[config.mk]
export PLATFORM = sky130hd
export DESIGN_NAME = drt_timer_block
export DESIGN_NICKNAME = d
export VERILOG_FILES = /design/src/verilog/drt_pkg.sv /design/src/verilog/drt_timer_block.sv /design/src/verilog/drt_down_timer.sv
export SDC_FILE = /design/constraint.sdc
export NUM_CORES = 1
export LEC_CHECK = 0
export BUFFER_PORTS_ARGS = -buffer_cell sky130_fd_sc_hd__buf_2
export CORE_MARGIN = 3
export CORE_UTILIZATION = 45
export DETAILED_ROUTE_END_ITERATION = 6
export HOLD_SLACK_MARGIN = 0.15
export PLACE_DENSITY = 0.7
export SLEW_MARGIN = 20
export SYNTH_ARGS = -nofsm -noshare
export SYNTH_HDL_FRONTEND = slang
export SYNTH_SLANG_ARGS = --single-unit
[constraint.sdc]
create_clock -name sys_clk -period 7.5 [get_ports sys_clk]
set_clock_uncertainty 0.1 [all_clocks]
set_input_delay 0.75 -clock sys_clk [delete_from_list [all_inputs] [get_ports sys_clk]]
set_output_delay 0.75 -clock sys_clk [all_outputs]
set_load 0.01 [all_outputs]
[src/verilog/drt_pkg.sv]
package drt_pkg;
    // -----------------------------
    // control field positions
    // -----------------------------
    localparam int PTC_SYNC_SEL_BIT = 0;
    localparam int PTC_T1_RUN_BIT = 1;
    localparam int PTC_RATIO_BIT = 2;
    localparam int PTC_PRE_RUN_BIT = 3;
    localparam int T2C_SRC_LO_BIT = 0;
    localparam int T2C_AUTO_STOP_BIT = 2;
    localparam int T2C_RUN_BIT = 3;
    localparam int CPC_FUNC_BIT = 0;
    localparam int CPC_OUT_SEL_BIT = 1;
    localparam int EPE_ENABLE_BIT = 0;
    localparam int EPE_BOTH_BIT = 1;
    localparam int EPE_POL_BIT = 2;
    // -----------------------------
    // reset values and counts
    // -----------------------------
    localparam logic [3:0] CTRL_RESET = 4'h0;
    localparam logic [7:0] TIMER_RESET = 8'h00;
    localparam int PRE_DIV_LOW = 4;
    localparam int PRE_DIV_HIGH = 16;
    // timer 2 count source codes
    typedef enum logic [1:0] {
        DRT_SRC_T1_UF = 2'b00,
        DRT_SRC_PRESCALER = 2'b01,
        DRT_SRC_PIN = 2'b10,
        DRT_SRC_SYSCLK = 2'b11
    } drt_src_t;
endpackage : drt_pkg

[src/verilog/drt_timer_block.sv]
`timescale 1ns/1ps
module drt_timer_block #(
    parameter int WIDTH = 8
) (
    input wire logic sys_clk,
    input wire logic rst,
    input wire logic instr_tick,
    input wire logic [3:0] acc_in,
    input wire logic [7:0] ab_in,
    input wire logic write_prescaler_ctrl_op,
    input wire logic write_second_ctrl_op,
    input wire logic write_pin_ctrl_op,
    input wire logic write_ext_edge_op,
    input wire logic read_prescaler_ctrl_op,
    input wire logic read_second_ctrl_op,
    input wire logic read_pin_ctrl_op,
    input wire logic load_first_timer_op,
    input wire logic load_first_reload_op,
    input wire logic read_first_timer_op,
    input wire logic load_second_timer_op,
    input wire logic read_second_timer_op,
    input wire logic skip_on_first_flag_op,
    input wire logic skip_on_second_flag_op,
    input wire logic [1:0] irq_select_control,
    input wire logic first_irq_accept,
    input wire logic second_irq_accept,
    input wire logic ext_int_pin,
    input wire logic counter_pin_in,
    output logic counter_pin_out,
    output logic counter_pin_oe,
    output logic [3:0] acc_out,
    output logic [7:0] ab_out,
    output logic skip_taken,
    output logic first_timer_irq_flag,
    output logic second_timer_irq_flag,
    output logic prescaler_out_clk
);
    import drt_pkg::*;

    if (WIDTH != 8) begin : g_width_check
        $error("drt_timer_block: only 8-bit timers are served");
    end

    // -----------------------------
    // control registers
    // -----------------------------
    logic [3:0] ptc_r;
    logic [3:0] t2c_r;
    logic [3:0] cpc_r;
    logic [3:0] epe_r;

    always_ff @(posedge sys_clk) begin
        if (rst) begin
            ptc_r <= CTRL_RESET;
            t2c_r <= CTRL_RESET;
            cpc_r <= CTRL_RESET;
            epe_r <= CTRL_RESET;
        end else begin
            if (write_prescaler_ctrl_op) ptc_r <= acc_in;
            if (write_second_ctrl_op) t2c_r <= acc_in;
            if (write_pin_ctrl_op) cpc_r <= acc_in;
            if (write_ext_edge_op) epe_r <= acc_in;
        end
    end

    wire pre_run = ptc_r[PTC_PRE_RUN_BIT];
    wire pre_ratio = ptc_r[PTC_RATIO_BIT];
    wire t1_run = ptc_r[PTC_T1_RUN_BIT];
    wire sync_sel = ptc_r[PTC_SYNC_SEL_BIT];
    wire t2_run = t2c_r[T2C_RUN_BIT];
    wire auto_stop_select = t2c_r[T2C_AUTO_STOP_BIT];
    wire [1:0] t2_src = t2c_r[T2C_SRC_LO_BIT +: 2];
    wire pin_out_mode = cpc_r[CPC_FUNC_BIT];
    wire pin_out_sel = cpc_r[CPC_OUT_SEL_BIT];
    wire ext_pin_ctrl_enable = epe_r[EPE_ENABLE_BIT];
    wire ext_both_edge_select = epe_r[EPE_BOTH_BIT];
    wire ext_edge_polarity = epe_r[EPE_POL_BIT];

    // -----------------------------
    // pin synchronisers and edges
    // -----------------------------
    logic int_meta_r;
    logic int_sync_r;
    logic int_prev_r;
    logic cnt_meta_r;
    logic cnt_sync_r;
    logic cnt_prev_r;

    // two flops, then a delayed copy for edge detection
    always_ff @(posedge sys_clk) begin
        if (rst) begin
            int_meta_r <= 1'b0;
            int_sync_r <= 1'b0;
            int_prev_r <= 1'b0;
            cnt_meta_r <= 1'b1;
            cnt_sync_r <= 1'b1;
            cnt_prev_r <= 1'b1;
        end else begin
            int_meta_r <= ext_int_pin;
            int_sync_r <= int_meta_r;
            int_prev_r <= int_sync_r;
            cnt_meta_r <= counter_pin_in;
            cnt_sync_r <= cnt_meta_r;
            cnt_prev_r <= cnt_sync_r;
        end
    end

    // int chain resets low: a false rise after reset cannot arm, enable resets to 0
    wire int_rise = int_sync_r && !int_prev_r;
    wire int_fall = !int_sync_r && int_prev_r;
    wire cnt_fall = !cnt_sync_r && cnt_prev_r;

    // edge selection for arming
    wire arm_edge = ext_both_edge_select ? (int_rise || int_fall) :
                    (ext_edge_polarity ? int_rise : int_fall);

    // -----------------------------
    // prescaler
    // -----------------------------
    logic [3:0] pre_cnt_r;
    logic pre_clk_r;
    // divide by 4 or 16, instruction ticks counted
    wire [3:0] pre_last = pre_ratio ? 4'(PRE_DIV_HIGH - 1) : 4'(PRE_DIV_LOW - 1);
    wire pre_wrap = pre_run && instr_tick && (pre_cnt_r >= pre_last);
    wire pre_tick = pre_wrap; // one pulse per prescaler period

    // run bit clear resets state and forces output low
    always_ff @(posedge sys_clk) begin
        if (rst || !pre_run) begin
            pre_cnt_r <= 4'h0;
            pre_clk_r <= 1'b0;
        end else if (instr_tick) begin
            pre_cnt_r <= pre_wrap ? 4'h0 : pre_cnt_r + 4'h1;
            if (pre_cnt_r == {1'b0, pre_last[3:1]} || pre_wrap) begin
                pre_clk_r <= pre_wrap; // rises at wrap, falls mid-period
            end
        end
    end

    // -----------------------------
    // count start synchronous circuit
    // -----------------------------
    logic armed_r;
    wire t1_uf;
    wire t2_uf;
    wire auto_stop = sync_sel && auto_stop_select && t1_uf;

    // arm on valid edge; clear on enable low or auto-stop
    always_ff @(posedge sys_clk) begin
        if (rst || !ext_pin_ctrl_enable) begin
            armed_r <= 1'b0;
        end else if (auto_stop) begin
            armed_r <= 1'b0;
        end else if (sync_sel && arm_edge) begin
            armed_r <= 1'b1;
        end
    end

    // gate source when the circuit is selected
    wire gate_ok = !(sync_sel && ext_pin_ctrl_enable) || armed_r;

    // -----------------------------
    // timers
    // -----------------------------
    wire t1_tick = pre_tick && gate_ok; // first source edge starts count
    logic t2_src_tick;
    // timer 2 source mux
    always_comb begin
        case (drt_src_t'(t2_src))
            DRT_SRC_T1_UF: t2_src_tick = t1_uf;
            DRT_SRC_PRESCALER: t2_src_tick = pre_tick;
            DRT_SRC_PIN: t2_src_tick = cnt_fall;
            DRT_SRC_SYSCLK: t2_src_tick = instr_tick;
            default: t2_src_tick = 1'b0;
        endcase
    end
    wire t2_tick = t2_src_tick && gate_ok;

    wire [7:0] t1_count;
    wire [7:0] t2_count;

    drt_down_timer #(.WIDTH(8)) u_t1 (
        .sys_clk(sys_clk),
        .rst(rst),
        .run(t1_run),
        .tick(t1_tick),
        .load_both(load_first_timer_op),
        .load_reload(load_first_reload_op),
        .load_value(ab_in),
        .count(t1_count),
        .underflow(t1_uf)
    );

    drt_down_timer #(.WIDTH(8)) u_t2 (
        .sys_clk(sys_clk),
        .rst(rst),
        .run(t2_run),
        .tick(t2_tick),
        .load_both(load_second_timer_op),
        .load_reload(1'b0),
        .load_value(ab_in),
        .count(t2_count),
        .underflow(t2_uf)
    );

    // -----------------------------
    // request flags
    // -----------------------------
    logic t1f_r;
    logic t2f_r;
    // skip mode per bit of select control: 1 skip, 0 interrupt
    wire t1_skip_clr = irq_select_control[0] && skip_on_first_flag_op && t1f_r;
    wire t2_skip_clr = irq_select_control[1] && skip_on_second_flag_op && t2f_r;
    wire t1_clr = t1_skip_clr || (!irq_select_control[0] && first_irq_accept);
    wire t2_clr = t2_skip_clr || (!irq_select_control[1] && second_irq_accept);

    // set wins over clear
    always_ff @(posedge sys_clk) begin
        if (rst) begin
            t1f_r <= 1'b0;
            t2f_r <= 1'b0;
        end else begin
            t1f_r <= t1_uf || (t1f_r && !t1_clr);
            t2f_r <= t2_uf || (t2f_r && !t2_clr);
        end
    end

    // -----------------------------
    // counter pin output, divide by 2
    // -----------------------------
    logic pin_tog_r;
    logic pin_oe_r;
    wire pin_uf = pin_out_sel ? t2_uf : t1_uf;
    always_ff @(posedge sys_clk) begin
        if (rst) begin
            pin_tog_r <= 1'b0;
            pin_oe_r <= 1'b0;
        end else begin
            if (pin_uf) pin_tog_r <= !pin_tog_r;
            pin_oe_r <= pin_out_mode;
        end
    end

    // -----------------------------
    // read-back registers
    // -----------------------------
    logic [3:0] acc_r;
    logic [7:0] ab_r;
    logic skip_r;
    always_ff @(posedge sys_clk) begin
        if (rst) begin
            acc_r <= CTRL_RESET;
            ab_r <= TIMER_RESET;
            skip_r <= 1'b0;
        end else begin
            if (read_prescaler_ctrl_op) acc_r <= ptc_r;
            else if (read_second_ctrl_op) acc_r <= t2c_r;
            else if (read_pin_ctrl_op) acc_r <= cpc_r;
            if (read_first_timer_op) ab_r <= t1_count;
            else if (read_second_timer_op) ab_r <= t2_count;
            skip_r <= t1_skip_clr || t2_skip_clr;
        end
    end

    assign acc_out = acc_r;
    assign ab_out = ab_r;
    assign skip_taken = skip_r;
    assign first_timer_irq_flag = t1f_r;
    assign second_timer_irq_flag = t2f_r;
    assign prescaler_out_clk = pre_clk_r;
    assign counter_pin_out = pin_tog_r;
    assign counter_pin_oe = pin_oe_r;

    // -----------------------------
    // checks
    // -----------------------------
    chk_flag_set_uf: assert property (@(posedge sys_clk) disable iff (rst)
        t1_uf |=> t1f_r)
        else $error("timer 1 flag not set");
    chk_flag_t2_set: assert property (@(posedge sys_clk) disable iff (rst)
        t2_uf |=> t2f_r)
        else $error("timer 2 flag not set");
    chk_flag_skip_clear: assert property (@(posedge sys_clk) disable iff (rst)
        t1_skip_clr && !t1_uf |=> !t1f_r)
        else $error("skip did not clear flag");
    chk_pre_stop_idle: assert property (@(posedge sys_clk) disable iff (rst)
        !pre_run |=> !pre_clk_r && pre_cnt_r == 4'h0)
        else $error("prescaler not initialised when stopped");
    // wrap points held against the package counts, not against the ratio mux
    chk_pre_div_four: assert property (@(posedge sys_clk) disable iff (rst)
        pre_tick && !pre_ratio |-> pre_cnt_r == 4'(PRE_DIV_LOW - 1))
        else $error("prescaler divide by 4 wrapped at wrong count");
    chk_pre_div_sixteen: assert property (@(posedge sys_clk) disable iff (rst)
        pre_tick && pre_ratio |-> pre_cnt_r == 4'(PRE_DIV_HIGH - 1))
        else $error("prescaler divide by 16 wrapped at wrong count");
    chk_auto_stop_disarm: assert property (@(posedge sys_clk) disable iff (rst)
        auto_stop |=> !armed_r)
        else $error("auto-stop did not disarm");
    chk_armed_enable_low: assert property (@(posedge sys_clk) disable iff (rst)
        !ext_pin_ctrl_enable |=> !armed_r)
        else $error("circuit armed while enable low");
    chk_gate_blocks: assert property (@(posedge sys_clk) disable iff (rst)
        sync_sel && ext_pin_ctrl_enable && !armed_r |-> !t1_tick)
        else $error("count passed while not armed");
    chk_pin_fall_tick: assert property (@(posedge sys_clk) disable iff (rst)
        t2_src == 2'b10 && t2_tick |->
            $past(counter_pin_in, 3) && !$past(counter_pin_in, 2))
        else $error("pin source ticked without falling edge");
    chk_pin_toggle: assert property (@(posedge sys_clk) disable iff (rst)
        pin_uf |=> pin_tog_r != $past(pin_tog_r))
        else $error("pin output did not toggle");
    cov_t1_uf: cover property (@(posedge sys_clk) disable iff (rst) t1_uf);
    cov_auto_stop: cover property (@(posedge sys_clk) disable iff (rst) auto_stop);
    cov_pin_src: cover property (@(posedge sys_clk) disable iff (rst) t2_src == 2'b10 && t2_uf);
    cov_div16: cover property (@(posedge sys_clk) disable iff (rst) pre_tick && pre_ratio);
endmodule : drt_timer_block

[src/verilog/drt_down_timer.sv]
`timescale 1ns/1ps
// -----------------------------
// 8-bit auto-reload down counter
// -----------------------------
module drt_down_timer #(
    parameter int WIDTH = 8
) (
    input wire logic sys_clk,
    input wire logic rst,
    input wire logic run,
    input wire logic tick,
    input wire logic load_both,
    input wire logic load_reload,
    input wire logic [WIDTH-1:0] load_value,
    output logic [WIDTH-1:0] count,
    output logic underflow
);
    import drt_pkg::*;

    if (WIDTH < 1 || WIDTH > 16) begin : g_width_check
        $error("drt_down_timer: WIDTH out of range");
    end

    logic [WIDTH-1:0] count_r;
    logic [WIDTH-1:0] reload_r;
    wire step = run && tick;
    wire at_zero = (count_r == '0);
    wire uf_now = step && at_zero;

    // combined load writes both, reload-only keeps the count
    always_ff @(posedge sys_clk) begin
        if (rst) begin
            count_r <= '0;
            reload_r <= '0;
        end else begin
            if (load_both || load_reload) begin
                reload_r <= load_value;
            end
            if (load_both) begin
                count_r <= load_value;
            end else if (uf_now) begin
                count_r <= reload_r;
            end else if (step) begin
                count_r <= count_r - 1'b1; // n+1 ticks per underflow
            end
        end
    end

    assign count = count_r;
    assign underflow = uf_now;

    chk_reload_on_uf: assert property (@(posedge sys_clk) disable iff (rst)
        uf_now && !load_both && !load_reload |=> count_r == $past(reload_r))
        else $error("counter did not reload on underflow");
    chk_reload_keeps_count: assert property (@(posedge sys_clk) disable iff (rst)
        load_reload && !load_both && !step |=> count_r == $past(count_r))
        else $error("reload-only write disturbed count");
    chk_both_load: assert property (@(posedge sys_clk) disable iff (rst)
        load_both |=> count_r == $past(load_value) && reload_r == $past(load_value))
        else $error("combined load failed");
    cov_underflow: cover property (@(posedge sys_clk) disable iff (rst) uf_now);
endmodule : drt_down_timer

Word level (Yosys, flattened, before mapping)
Index checks and enable logic that the tools add are counted.
Cells by class
  reductions and logical operators: 54
  eq/ne operators: 4
  order comparisons: 1
  $add $sub $neg: 3
  muxes and demuxes: 17
Operators by type and width (count)
  2-to-1 mux 8 bit: 8
  logical AND 1 bit: 23
  2-to-1 mux 4 bit: 5
  zero test 8 bit: 2
  subtractor 8 x 1 -> 8 bit (second input constant): 2
  zero test 1 bit: 11
  logical OR 1 bit: 11
  nonzero test 3 bit: 3
  adder 4 x 1 -> 4 bit (second input constant): 1
  equality test 2 bit (second input constant): 2
  equality test 4 x 3 -> 1 bit: 1
  >= comparator 4 bit: 1
  one-hot mux 1 bit (4 select lines): 1
  2-to-1 mux 1 bit: 3
  equality test 2 x 1 -> 1 bit (second input constant): 1
  zero test 2 bit: 1
  AND reduction 2 bit: 1
  nonzero test 2 bit: 1
  OR reduction 2 bit: 1
Word-level totals
  flip-flop bits (word level): 76
  logic and storage cells: 103
  output and inout port bits: 18
  input port bits: 35

Depth between registers and ports, before layout
  depth in word-level cells: 12
  depth in mapped cells: 10
  gate-level depth less buffers: 8

Modules after synthesis
From an unflattened synthesis, not the netlist that was laid out.
Unflattened totals
  cells, all modules: 395
  area total of the unflattened synthesis: 3702.3 µm²
Modules (own cells, without submodules)
  drt_timer_block: times used 1, cells an instance 197, area each 1913.1 µm², sequential area each 880.8 µm²
  drt_down_timer: times used 2, cells an instance 99, area each 894.6 µm², sequential area each 320.3 µm²

Worst setup path after synthesis
OpenSTA, ideal clock, no wires.
  path kind: in2reg
  start point: input port instr_tick
  end point: register u_t1.count_r[6] (netlist: u_t1.count[6])
  data required time: 7.272 ns
  stages on the path: 9
  path slack: 4.714 ns
  library setup time: 0.128 ns
  arrival: 2.559 ns
  path buffers: 3
  path through: buf_4 -> o211ai_4 -> or4b_1 -> buf_2 -> or2_1 -> buf_6 -> mux2_4 -> a222oi_1 -> nor2_1
Between the ends
  longest elaborated chain between the ends: 7
  elaborated cells between the ends (all ways): 8
  classes of those cells: mux (2); reduce/logical (6)
Ends and longest elaborated chain
  from (decl): RTL line drt_timer_block.sv:7  | input wire logic instr_tick,
  logical AND 1 bit (*) (2 in a row): RTL line drt_timer_block.sv:124  | wire pre_wrap = pre_run && instr_tick && (pre_cnt_r >= pre_last);
  logical AND 1 bit (*): RTL line drt_timer_block.sv:165  | wire t1_tick = pre_tick && gate_ok;
  logical AND 1 bit (*): RTL line drt_down_timer.sv:26  | wire step = run && tick;
  logical AND 1 bit: RTL line drt_down_timer.sv:28  | wire uf_now = step && at_zero;
  2-to-1 mux 8 bit: RTL line drt_down_timer.sv:41  | end else if (uf_now) begin
  2-to-1 mux 8 bit: RTL line drt_down_timer.sv:39  | if (load_both) begin
  to (signal assigned): RTL line drt_down_timer.sv:40  | count_r <= load_value;
  to (signal assigned): RTL line drt_down_timer.sv:42  | count_r <= reload_r;
  to (signal assigned): RTL line drt_down_timer.sv:44  | count_r <= count_r - 1'b1;
  to (decl): RTL line drt_down_timer.sv:24  | logic [WIDTH-1:0] count_r;
Every way passes the cells marked *; elsewhere a longest branch is shown, timed or not.
A chain may end at the register's enable or synchronous reset.

Worst setup path after layout
  start point: register ptc_r[2]
  end point: register u_t2.count_r[1] (netlist: u_t2.count[1])
Between the ends
  longest elaborated chain between the ends: 12
  elaborated cells between the ends (all ways): 13
  classes of those cells: order compare (1); mux (4); reduce/logical (8)
Ends and longest elaborated chain
  from (decl): RTL line drt_timer_block.sv:47  | logic [3:0] ptc_r;
  from (signal assigned): RTL line drt_timer_block.sv:59  | if (write_prescaler_ctrl_op) ptc_r <= acc_in;
  2-to-1 mux 4 bit (*): RTL line drt_timer_block.sv:123  | wire [3:0] pre_last = pre_ratio ? 4'(PRE_DIV_HIGH - 1) : 4'(PRE_DIV_LOW - 1);
  >= comparator 4 bit (*): RTL line drt_timer_block.sv:124
  logical AND 1 bit (*): RTL line drt_timer_block.sv:124
  logical AND 1 bit: RTL line drt_timer_block.sv:165
  logical AND 1 bit: RTL line drt_down_timer.sv:26
  logical AND 1 bit: RTL line drt_down_timer.sv:28
  one-hot mux 1 bit (4 select lines) (*): RTL line drt_timer_block.sv:169  | case (drt_src_t'(t2_src))
  logical AND 1 bit (*): RTL line drt_timer_block.sv:177  | wire t2_tick = t2_src_tick && gate_ok;
  logical AND 1 bit (*): RTL line drt_down_timer.sv:26
  logical AND 1 bit: RTL line drt_down_timer.sv:28
  2-to-1 mux 8 bit: RTL line drt_down_timer.sv:41
  2-to-1 mux 8 bit: RTL line drt_down_timer.sv:39
  to (signal assigned): RTL line drt_down_timer.sv:40
  to (signal assigned): RTL line drt_down_timer.sv:42
  to (signal assigned): RTL line drt_down_timer.sv:44
  to (decl): RTL line drt_down_timer.sv:24
Marks and branches as above.

==> results.py <==
metrics = {
    "clock_network": {
        "cts_tree": "done",
        "post_cts_buffers": 0,
        "cts_sinks": 76,
        "htreeDepth": 3,
        "clockRootBuffer": "clkbuf_8",
        "cts_resized": 0,
        "cts_hold_buffers": 0,
        "clk_latency_ps": 350,
        "clockBufferDepth": 2,
        "cts.clk_slew.worst_paths_ps": 80,
        "numCtsBuffers": 9,
    },
    "timing": {
        "worst_slew_pin_slew_ps": 750,
        "final.setup.worst_slack_ps": 4400,
        "rsz0062_at_grt": "no",
        "finalHoldViolations": 0,
        "setup_viol": 0,
        "drv_slew": 0,
        "fin_setup_tns_ps": 0,
        "min_period_over_period": 0.414,
        "min_period_ps": 3100,
        "relSlewSlack": 0.500,
        "fmax_ghz": 0.322,
    },
    "floorplan": {
        "die_x_um": 94.6,
        "floorplan.initialDensity": 0.474,
        "die_area_mm2": 0.00895,
        "die_h_um": 94.6,
        "ios": 53,
        "core.rowCount": 31,
        "coreArea_mm2": 0.00745,
    },
    "pwr": {
        "peakVddDrop_v": 0.000146,
        "p_per_area_mw_per_mm2": 215,
        "design_power_total_mw": 0.862,
        "leakage_nw": 1.70,
    },
    "critical_path": {
        "cp_max_fo": 12,
        "startpoint_type": "flip-flop",
        "crit_type": "flip-flop to flip-flop",
        "cp.required_ps": 7670,
        "r2r_end": "u_t2.count[1]",
        "r2r_cells": 8,
        "cp.arrival_ps": 3270,
        "cp-end-kind": "flip-flop",
        "rrSetupSlack_ps": 4400,
        "reg2reg_from": "ptc_r[2]",
    },
    "worst_hold_path": {
        "hold_path_end": "cnt_sync_r",
        "hold_class": "flip-flop to flip-flop",
        "hold_path.startpoint": "cnt_meta_r",
        "worstHoldPathCells": 1,
    },
    "placement": {
        "place_area_mm2": 0.00380,
        "io_buffers": 52,
        "hpwl_mm": 5.96,
        "dp_slack_ps": 4240,
        "gp_congestion": 0.880,
    },
    "synth": {
        "synth_edf_count": 0,
        "ys_types": 52,
        "synth_seq_cells": 76,
        "netlist_area_mm2": 0.00353,
        "yosysSeqAreaShare": 0.431,
        "async_flop_share": 0,
        "synth_ff_type": "dfxtp_1",
        "synth_largest_area_cell": "dfxtp_1",
        "synthTopCellsByArea": "dfxtp_1 43%, mux2i_1 9.1%, nor2_1 7.4%, a21oi_1 5.4%, nand2_1 3.5%",
        "yosys_warnings": 0,
        "synth_fp_nets": 458,
        "syn_avg_cell_area_um2": 8.51,
        "syn_inst": 415,
        "yosysTopAreaCellShare": 0.431,
    },
    "drt": {
        "avgRoutedWirePerCell_um": 15.0,
        "wl_mm": 8.34,
        "drtPass1Iterations": 5,
        "routed-via-count": 3044,
        "ant_nets": 0,
        "drc_errors": 0,
        "viasPerCell": 5.48,
        "drtIter0Drc": 202,
    },
    "layout": {
        "num_antenna_cells": 0,
        "layout.nets": 494,
        "drive_gt1_frac": 0.173,
        "post-route-cell-area_mm2": 0.00400,
        "area_growth_pct": 13.3,
        "nFillCells": 689,
    },
    "job": {
        "drv_cap": 0,
    },
    "grt": {
        "first_global_vias": 2897,
        "grt_max_degree": 74,
        "grt_usage": 0.200,
        "grt_first_pass_wirelength_mm": 14.0,
        "grt_antenna_before_repair": 0,
        "grt-ovfl-total": 0,
    },
    "outcome": {
        "outcome": "finished clean",
    },
}
## layout by cell type (no fill, tap or decap), drive strengths merged, types with 3 or more instances in the layout
master  count
inv        14
a221oi      6
nor2       70
or4         3
nor2b       7
nand2b      3
o211ai      3
nor3        8
a211oi      9
nand3       6
a211o       3
o221ai      3
o21ai      15
xor2        7
nand2      33
dfxtp      76
clkinv      3
ha          8
and3        3
a21oi      38
buf        53
o22ai       3
or2         6
mux2i      32
clkbuf      9
a22oi       6
## worst max-delay path, cell delays in order (launching register included)
cell and delay [ps]:
dfxtp_1 410, inv_1 90, ha_1 330, o211ai_4 100
or4b_1 660, o21ai_1 290, nand3_1 430, a211o_1 370
a311oi_1 240
## area by class of cell
class	count	area, µm²	area share
inverters	12	45.0	0.0113
clock buffers	9	124	0.0309
clock inverters	7	73.8	0.0184
repair buffers	53	268	0.0669
multi-input cells	299	1850	0.461
flip-flops and latches	76	1520	0.380
well taps	99	124	0.0309
## power breakdown
group | internal (mW) | switching, mW
combinational | 0.0451 | 0.0608
sequential | 0.423 | 0.0187
clock | 0.155 | 0.159
total | 0.624 | 0.238
## per-stage QoR
stage	utilization	hold slack (ps)	cells
final	0.537	333	555
after detailed placement	0.511	317	539
after CTS	0.537	336	555
after global routing	0.537	342	555
after global placement	0.511	312	539
after floorplan	-	289	415
## worst max-delay path by stage
stage          startpoint            end  cells after the start  slack, ps
2_1_floorplan  instr_tick  u_t1.count[6]                      9       4710
3_3_place_gp   instr_tick  u_t2.count[1]                      7       4370
3_5_place_dp   instr_tick  u_t2.count[1]                      7       4240
4_1_cts          ptc_r[2]  u_t2.count[5]                      8       4380
5_1_grt          ptc_r[2]  u_t2.count[5]                      8       4150
6_report         ptc_r[2]  u_t2.count[1]                      8       4400
## metal layers
metal	global-route usage	vias up	wire length (µm)
met5	0	-	0
met4	0.102	0	229
li1	-	1542	-
met2	0.292	75	3780
met1	0.280	1410	3880
met3	0.0382	17	448
## flip-flops by register name (all words and copies together), names as in the netlist
signal	count
t2c_r	4
cpc_r	4
int_sync_r	1
first_timer_irq_flag	1
u_t2.count	8
int_prev_r	1
second_timer_irq_flag	1
u_t1.reload_r	8
cnt_sync_r	1
cnt_meta_r	1
pre_cnt_r	4
acc_out	4
cnt_prev_r	1
counter_pin_out	1
ab_out	8
skip_taken	1
prescaler_out_clk	1
armed_r	1
counter_pin_oe	1
u_t2.reload_r	8
ptc_r	4
u_t1.count	8
int_meta_r	1
epe_r	3
## logic make-up (layout without fill, tap and decap cells)
kind of cell / after synthesis / count (layout) / synth area share
XOR/XNOR: 9 / 9 / 0.0223
AND/OR/NAND/NOR: 151 / 151 / 0.197
AO/OA/AOI/OAI: 98 / 98 / 0.180
flip-flops: 76 / 76 / 0.431
multiplexers: 33 / 33 / 0.0949
adder cells (fa/ha/maj): 8 / 8 / 0.0283
buffers and inverters: 40 / 81 / 0.0467
## synth_stat cells, types with 3 or more instances
cell type,instances
a22oi_1,6
nor2_1,70
or2_2,5
a221oi_1,6
buf_2,3
inv_1,12
o221ai_1,3
a211o_1,3
and3_1,3
a211oi_1,9
o21ai_0,14
nand2_1,33
nand2b_1,3
a21oi_1,38
clkbuf_1,22
nor3_1,8
xor2_1,7
ha_1,8
nor2b_1,7
mux2i_1,32
dfxtp_1,76
nand3_1,6
o22ai_1,3
No activity file was read; power rests on OpenSTA's default activity.
